`src/shr_defines.vh`:
```
// Constants for the five-stage shift register
`ifndef SHR_DEFINES_VH
`define SHR_DEFINES_VH

// ****************************************
// Sizes and reset values
// ****************************************
`define SHR_STAGES 5
`define SHR_STAGE_RST 5'h00
`define SHR_SYNC_RST 9'h000
`define SHR_CLEAR_BIT 1'h0

`endif

```
`src/shr_shift_register.v`:
```
// Five-stage shift register with clear, preset and serial shift
`timescale 1ns/1ps
`include "shr_defines.vh"
module shr_shift_register #(
  parameter STAGES = `SHR_STAGES
) (
  // Clock and reset
  input wire clk,
  input wire rst,
  // Pins from the driving logic
  input wire shift_clk,
  input wire zero_all_n,
  input wire load_gate,
  input wire serial_in,
  input wire [STAGES-1:0] load_value,
  // Stage outputs
  output wire [STAGES-1:0] stage_out
);
  // ****************************************
  // Pin synchronisation
  // ****************************************
  // All pins share one delay, so serial data stays aligned with its clock edge
  wire [STAGES+3:0] sync_lvl;
  wire shift_clk_s;
  wire zero_all_n_s;
  wire load_gate_s;
  wire serial_in_s;
  wire [STAGES-1:0] load_value_s;

  shr_sync #(
    .W(STAGES + 4),
    .RST_VAL(`SHR_SYNC_RST)
  ) u_sync (
    .clk(clk),
    .rst(rst),
    .async_in({shift_clk, zero_all_n, load_gate, serial_in, load_value}),
    .sync_out(sync_lvl)
  );

  assign shift_clk_s = sync_lvl[STAGES+3];
  assign zero_all_n_s = sync_lvl[STAGES+2];
  assign load_gate_s = sync_lvl[STAGES+1];
  assign serial_in_s = sync_lvl[STAGES];
  assign load_value_s = sync_lvl[STAGES-1:0];

  // ****************************************
  // Rising edge of the shift clock
  // ****************************************
  // Three arming states stop a shift_clk held high through reset from
  // looking like an edge
  localparam [4:0] ST_ARM0 = 5'h01;
  localparam [4:0] ST_ARM1 = 5'h02;
  localparam [4:0] ST_ARM2 = 5'h04;
  localparam [4:0] ST_LOW = 5'h08;
  localparam [4:0] ST_HIGH = 5'h10;

  reg [4:0] edge_st_ff;
  reg [4:0] nxt_edge_st;
  reg shift_rise;

  // Tracker state that matches a synchronised level
  function [4:0] level_state;
    input lvl;
    begin
      if (lvl) begin
        level_state = ST_HIGH;
      end else begin
        level_state = ST_LOW;
      end
    end
  endfunction

  always @* begin
    nxt_edge_st = edge_st_ff;
    shift_rise = 1'h0;
    case (edge_st_ff)
      ST_ARM0: begin
        nxt_edge_st = ST_ARM1;
      end
      ST_ARM1: begin
        nxt_edge_st = ST_ARM2;
      end
      ST_ARM2: begin
        // Third edge takes up the current level without shifting
        nxt_edge_st = level_state(shift_clk_s);
      end
      ST_LOW: begin
        shift_rise = shift_clk_s;
        nxt_edge_st = level_state(shift_clk_s);
      end
      ST_HIGH: begin
        // A falling level only returns to ST_LOW, it never shifts
        nxt_edge_st = level_state(shift_clk_s);
      end
      default: begin
        nxt_edge_st = ST_ARM0;
      end
    endcase
  end

  // ****************************************
  // Tracker state register
  // ****************************************
  // Reset lands in the first arming state
  always @(posedge clk or posedge rst) begin
    if (rst) begin
      edge_st_ff <= ST_ARM0;
    end else begin
      edge_st_ff <= nxt_edge_st;
    end
  end

  // ****************************************
  // Mode decode
  // ****************************************
  localparam [3:0] MODE_HOLD = 4'h1;
  localparam [3:0] MODE_SHIFT = 4'h2;
  localparam [3:0] MODE_PRESET = 4'h4;
  localparam [3:0] MODE_CLEAR = 4'h8;

  // Clear first: preset with clear is undefined, so clear is the safe choice
  function [3:0] pick_mode;
    input clr_n;
    input gate;
    input rise;
    begin
      if (!clr_n) begin
        pick_mode = MODE_CLEAR;
      end else if (gate) begin
        // Clock ignored while the gate is open
        pick_mode = MODE_PRESET;
      end else if (rise) begin
        pick_mode = MODE_SHIFT;
      end else begin
        pick_mode = MODE_HOLD;
      end
    end
  endfunction

  // Exactly one mode bit is set in every cycle
  wire [3:0] mode;
  assign mode = pick_mode(zero_all_n_s, load_gate_s, shift_rise);

  // ****************************************
  // Stages
  // ****************************************
  reg [STAGES-1:0] stage_ff;
  wire [STAGES-1:0] nxt_stage;

  // Next content of one stage for the decoded mode
  function next_bit;
    input [3:0] md;
    input cur;
    input pre;
    input sh;
    begin
      case (md)
        MODE_CLEAR: begin
          next_bit = `SHR_CLEAR_BIT;
        end
        MODE_PRESET: begin
          next_bit = pre;
        end
        MODE_SHIFT: begin
          next_bit = sh;
        end
        MODE_HOLD: begin
          next_bit = cur;
        end
        default: begin
          next_bit = cur;
        end
      endcase
    end
  endfunction

  // ****************************************
  // Shift path
  // ****************************************
  wire [STAGES-1:0] shifted;

  // Stage 0 takes the serial input, the rest take their predecessor
  // The last stage drops out on each shift
  assign shifted[0] = serial_in_s;
  genvar i;
  generate
    for (i = 1; i < STAGES; i = i + 1) begin : g_chain
      assign shifted[i] = stage_ff[i-1];
    end
  endgenerate

  // ****************************************
  // Next stage values
  // ****************************************
  // Each stage picks its own load_value bit, so any set can be preset at once
  genvar j;
  generate
    for (j = 0; j < STAGES; j = j + 1) begin : g_next
      assign nxt_stage[j] = next_bit(mode, stage_ff[j], load_value_s[j], shifted[j]);
    end
  endgenerate

  // ****************************************
  // Stage register
  // ****************************************
  // All decoding sits in nxt_stage
  always @(posedge clk or posedge rst) begin
    if (rst) begin
      stage_ff <= `SHR_STAGE_RST;
    end else begin
      stage_ff <= nxt_stage;
    end
  end

  // ****************************************
  // Outputs
  // ****************************************
  assign stage_out = stage_ff;
endmodule

```
`src/shr_sync.v`:
```
// Two-flop synchroniser for a group of pin levels
`timescale 1ns/1ps
module shr_sync #(
  parameter W = 9,
  parameter [W-1:0] RST_VAL = {W{1'b0}}
) (
  // Clock and reset
  input wire clk,
  input wire rst,
  // Pins and synchronised levels
  input wire [W-1:0] async_in,
  output wire [W-1:0] sync_out
);
  reg [W-1:0] meta_ff;
  reg [W-1:0] sync_ff;

  // Only the second flop reads the first
  always @(posedge clk or posedge rst) begin
    if (rst) begin
      meta_ff <= RST_VAL;
      sync_ff <= RST_VAL;
    end else begin
      meta_ff <= async_in;
      sync_ff <= meta_ff;
    end
  end

  assign sync_out = sync_ff;
endmodule

```
`config.mk`:
```
export PLATFORM = sky130hd
export DESIGN_NAME = shr_shift_register
export DESIGN_NICKNAME = d
export VERILOG_FILES = /design/src/shr_shift_register.v /design/src/shr_sync.v
export VERILOG_INCLUDE_DIRS = /design/src
export SDC_FILE = /design/constraint.sdc
export NUM_CORES = 1
export LEC_CHECK = 0
export ABC_AREA = 1
export BUFFER_PORTS_ARGS = -buffer_cell sky130_fd_sc_hd__clkbuf_2
export CORE_MARGIN = 2
export CORE_UTILIZATION = 25
export CTS_BUF_LIST = sky130_fd_sc_hd__clkbuf_8 sky130_fd_sc_hd__clkbuf_16
export DETAILED_ROUTE_END_ITERATION = 10
export GPL_TIMING_DRIVEN = 0
export SLEW_MARGIN = 25
export SYNTH_ARGS = -nofsm -noshare
export SYNTH_HDL_FRONTEND = slang
export SYNTH_SLANG_ARGS = --single-unit
```
`constraint.sdc`:
```
create_clock -name clk -period 1.4 [get_ports clk]
set_clock_uncertainty 0.1 [all_clocks]
set_input_delay 0 -clock clk [delete_from_list [all_inputs] [get_ports clk]]
set_output_delay 0 -clock clk [all_outputs]
set_load 0.05 [all_outputs]
```
# == Word-level counts from Yosys, hierarchy flattened ==
# Index checks and enable logic that the tools add are counted.
# word_totals
register_bits,28
in_bits,11
elab_cells,25
# op_classes
eq_ne,8
muxes,11
reduce_logical,2
# ops
cell,n
one-hot mux 1 bit (3 select lines),5
one-hot mux 5 bit (3 select lines),1
== test 5 x 1 -> 1 bit (second input constant),1
== test 5 x 2 -> 1 bit (second input constant),1
== test 5 x 3 -> 1 bit (second input constant),1
== test 5 x 4 -> 1 bit (second input constant),1
== test 5 bit (second input constant),1
2-to-1 mux 5 bit,1
== test 4 x 2 -> 1 bit (second input constant),1
== test 4 x 3 -> 1 bit (second input constant),1
== test 4 bit (second input constant),1
2-to-1 mux 4 bit,1
2-to-1 mux 3 bit,1
nonzero test 3 bit,1
OR reduction 3 bit,1
2-to-1 mux 2 bit,1
2-to-1 mux 1 bit,1

# == Longest topological paths before layout ==
# logic_depth
ltp_word,7
mapped_depth,7
mapped_depth_nobuf,7

# == Modules after synthesis ==
# From an unflattened synthesis, not the netlist that was laid out.
# hier_totals
hier_cells,91
area_unflattened_um2,983.4
# modules_own_cells
module,n_inst,cells_per_inst,area_each_um2
shr_shift_register,1,72,529.3
shr_sync,1,19,454.2

# == Worst setup path after synthesis ==
# Ideal clock, no wire load.
# synth_timing
path_type,register -> register
startpoint,register edge_st_ff[0]
endpoint,register stage_ff[1] (netlist: stage_out[1])
arrival_time_ns,0.850
required_time_ns,1.182
slack_ns,0.332
stages_incl_launch_ff,8
path_buffers,0
synth_period_minus_slack_ns,1.068
path_cell_list,dfstp_2 inv_2 nand2_2 nor2_4 nand3_1 nand2_1 inv_1 nand2_1
# synth_between
elab_chain_cells,7
# synth_lines
element,line,source
from (decl),shr_shift_register.v:57,reg [4:0] edge_st_ff;
from (signal assigned),shr_shift_register.v:109,edge_st_ff <= nxt_edge_st;
== test 5 x 4 -> 1 bit *,n/a,
2-to-1 mux 1 bit *,shr_shift_register.v:76,case (edge_st_ff)
2-to-1 mux 2 bit *,shr_shift_register.v:132,end else if (rise) begin
2-to-1 mux 3 bit *,shr_shift_register.v:129,end else if (gate) begin
2-to-1 mux 4 bit *,shr_shift_register.v:127,if (!clr_n) begin
== test 4 x 2 -> 1 bit (tied with other cells),shr_shift_register.v:157,case (md)
one-hot mux 1 bit (3 select lines) / nonzero test 3 bit (equally long branches),n/a,
to (signal assigned),shr_shift_register.v:209,stage_ff <= `SHR_STAGE_RST;
to (signal assigned),shr_shift_register.v:211,stage_ff <= nxt_stage;
to (decl),shr_shift_register.v:147,reg [STAGES-1:0] stage_ff;
# Every way passes the cells marked *; elsewhere a longest branch is shown, timed or not.
# A chain may end at the register's enable or synchronous reset.

# == Final worst setup path ==
# layout_timing
startpoint,register edge_st_ff[0]
endpoint,register stage_ff[4] (netlist: stage_out[4])
# The elaborated chain is that of the path after synthesis.

==> reports/metrics.cfg <==
[synth]
syn_area_um2 = 980
synth.distinct_cells = 10
ys_seq_elements = 28
yosys_warnings = 0
synthCells = 90
synth_nets = 101
syn_area_per_cell_um2 = 10.9
yosysSeqAreaShare = 0.716

[hold_path]
min_path_type = primary input to asynchronous set/reset pin

[place]
hpwl_um = 1090
dp.cells = 153
gp_congestion = 0.726
port_buffers = 15

[setup_path]
critPathRequiredTime_ns = 1.46
worst_setup_path_end_kind = register
reg2reg_setup_slack_ns = 0.24
worstPathMaxFanout = 6
timing.rr.start = edge_st_ff[0]$_DFF_PP1_
critPathKind = register to register
crit_arrival_ns = 1.22
startpoint_type = register
r2r_cells = 7
reg2reg_to = stage_out[4]$_DFFE_PP0P_

[routing]
ant_nets = 0
drcViolationCount = 0
viasPerCell = 3.74
firstDrtPassIters = 4
wire_per_inst_um = 8.87
routed_wl_um = 1480
drtIter0Drc = 7
vias = 625

[global_routing]
grt-ovfl-total = 0
grt_pass1_vias = 672
antenna_found_initial = 0
grt_max_degree = 29
grt_pass1_wl_um = 2610
groute.usage.overall = 0.0768

[cells_and_area]
nets = 131
area_growth_pct = 31.3
layout-drive-gt1-share = 0.244
final_common_cell = dfrtp_1
fin_cells = 167
num_antenna_cells = 0
mostFrequentLayoutCells = dfrtp_1 (27), nand2_1 (21), inv_1 (15), clkbuf_2 (15), nand3_1 (13)

[clocking]
numCtsBuffers = 3
cts_root_buf = clkbuf_8
clk_transition_reported_paths_ns = 0.09
cts_tree = built
clk_path_buf_depth = 2
clock_latency_ns = 0.27
cts_resized = 0
cts_max_level = 1
post_cts_buffers = 0
cts_hold_buf = 10
cts.sinks = 28

[timing]
hold_ws_ns = 0.207
tightest_slew_ns = 0.544
grt_setup_unrepaired = no
final.period_utilization = 0.827
min_period_ns = 1.16
hold_viol = 0
final.setup.tns_ns = 0
max_clock_freq_mhz = 863
finalMaxSlewViolations = 0
slew-limit-headroom = 0.637
setup_violations = 0

[die]
rows = 22
core_area_um2 = 3720
dieArea_um2 = 4440
die_y_um = 66.6
dieWidth_um = 66.6
initial_core_util = 0.264
top_level_ports = 16

[pwr]
p_leak_nw = 0.674
peakVddDrop_mv = 0.502
power.density_nw_per_um2 = 1490

[run_status]
status = complete, no violations

[run]
cap_violations = 0

[critical path: stages (launching register included)]
cell     delay (ns)
dfstp_2        0.56
inv_2          0.05
nand2_2        0.07
nor2_4         0.06
nand3_1        0.06
nand2_1        0.06
inv_1          0.05
nand2_1        0.05
[cell type report]
class,instances,area (um^2)
fill,393,2430
sequential,28,702
multi-input combinational,44,210
timing repair buffer,25,175
inverter,18,67.6
tap,48,60.1
clock buffer,3,41.3
clock inverter,1,30.0
[kinds of logic after synthesis]
group / Yosys count / synth area share
and+or+nand+nor: 44 / 0.215
DFF: 28 / 0.716
buffers and inverters: 18 / 0.0690
[how the worst max path moves through the flow]
stage,startpoint,endpoint,slack (ns),depth (start not counted)
final,edge_st_ff[0]$_DFF_PP1_,stage_out[4]$_DFFE_PP0P_,0.24,7
after global routing,u_sync.sync_out[6]$_DFF_PP0_,stage_out[4]$_DFFE_PP0P_,0.13,6
after CTS,rst,edge_st_ff[4]$_DFF_PP0_,0.13,3
after detailed placement,edge_st_ff[4]$_DFF_PP0_,stage_out[1]$_DFFE_PP0P_,0.25,6
after global placement,edge_st_ff[1]$_DFF_PP0_,stage_out[3]$_DFFE_PP0P_,0.29,6
after floorplan,edge_st_ff[0]$_DFF_PP1_,stage_out[1]$_DFFE_PP0P_,0.33,7
[synthesized netlist by cell type (all sizes together)]
cell	count	area (um^2)
nor2	5	33.8
nand3	13	65.1
dfstp	1	26.3
inv	18	67.6
dfrtp	27	676
nand2	25	104
nand3b	1	7.51
[registers in the layout, summed over array words and instances (netlist names)]
name / count
stage_out: 5
edge_st_ff: 5
u_sync.meta_ff: 9
u_sync.sync_out: 9
[through the flow]
stage | power, mW | setup slack (ns) | area (um^2) | utilization
floorplan | 1.21 | 0.332 | 980 | -
global placement | 1.27 | 0.293 | 1110 | 0.300
detailed placement | 1.30 | 0.255 | 1110 | 0.300
CTS | 1.93 | 0.133 | 1290 | 0.346
global route | 2.02 | 0.131 | 1290 | 0.346
finish | 1.92 | 0.242 | 1290 | 0.346
[metal layers]
layer | part of all wire | up-vias | routed length (um) | track usage
met1 | 0.41 | 274 | 611 | 0.0849
li1 | - | 327 | - | -
met5 | 0 | - | 0 | 0
met4 | 0.034 | 0 | 50 | 0.0587
met3 | 0.060 | 6 | 89 | 0.0118
met2 | 0.49 | 18 | 730 | 0.131
[power breakdown]
| part | switching, mW | internal [mW] |
|---|---|---|
| Clock | 0.234 | 0.382 |
| Sequential | 0.0455 | 0.902 |
| Combinational | 0.233 | 0.121 |
No activity file was read; power rests on OpenSTA's default activity.
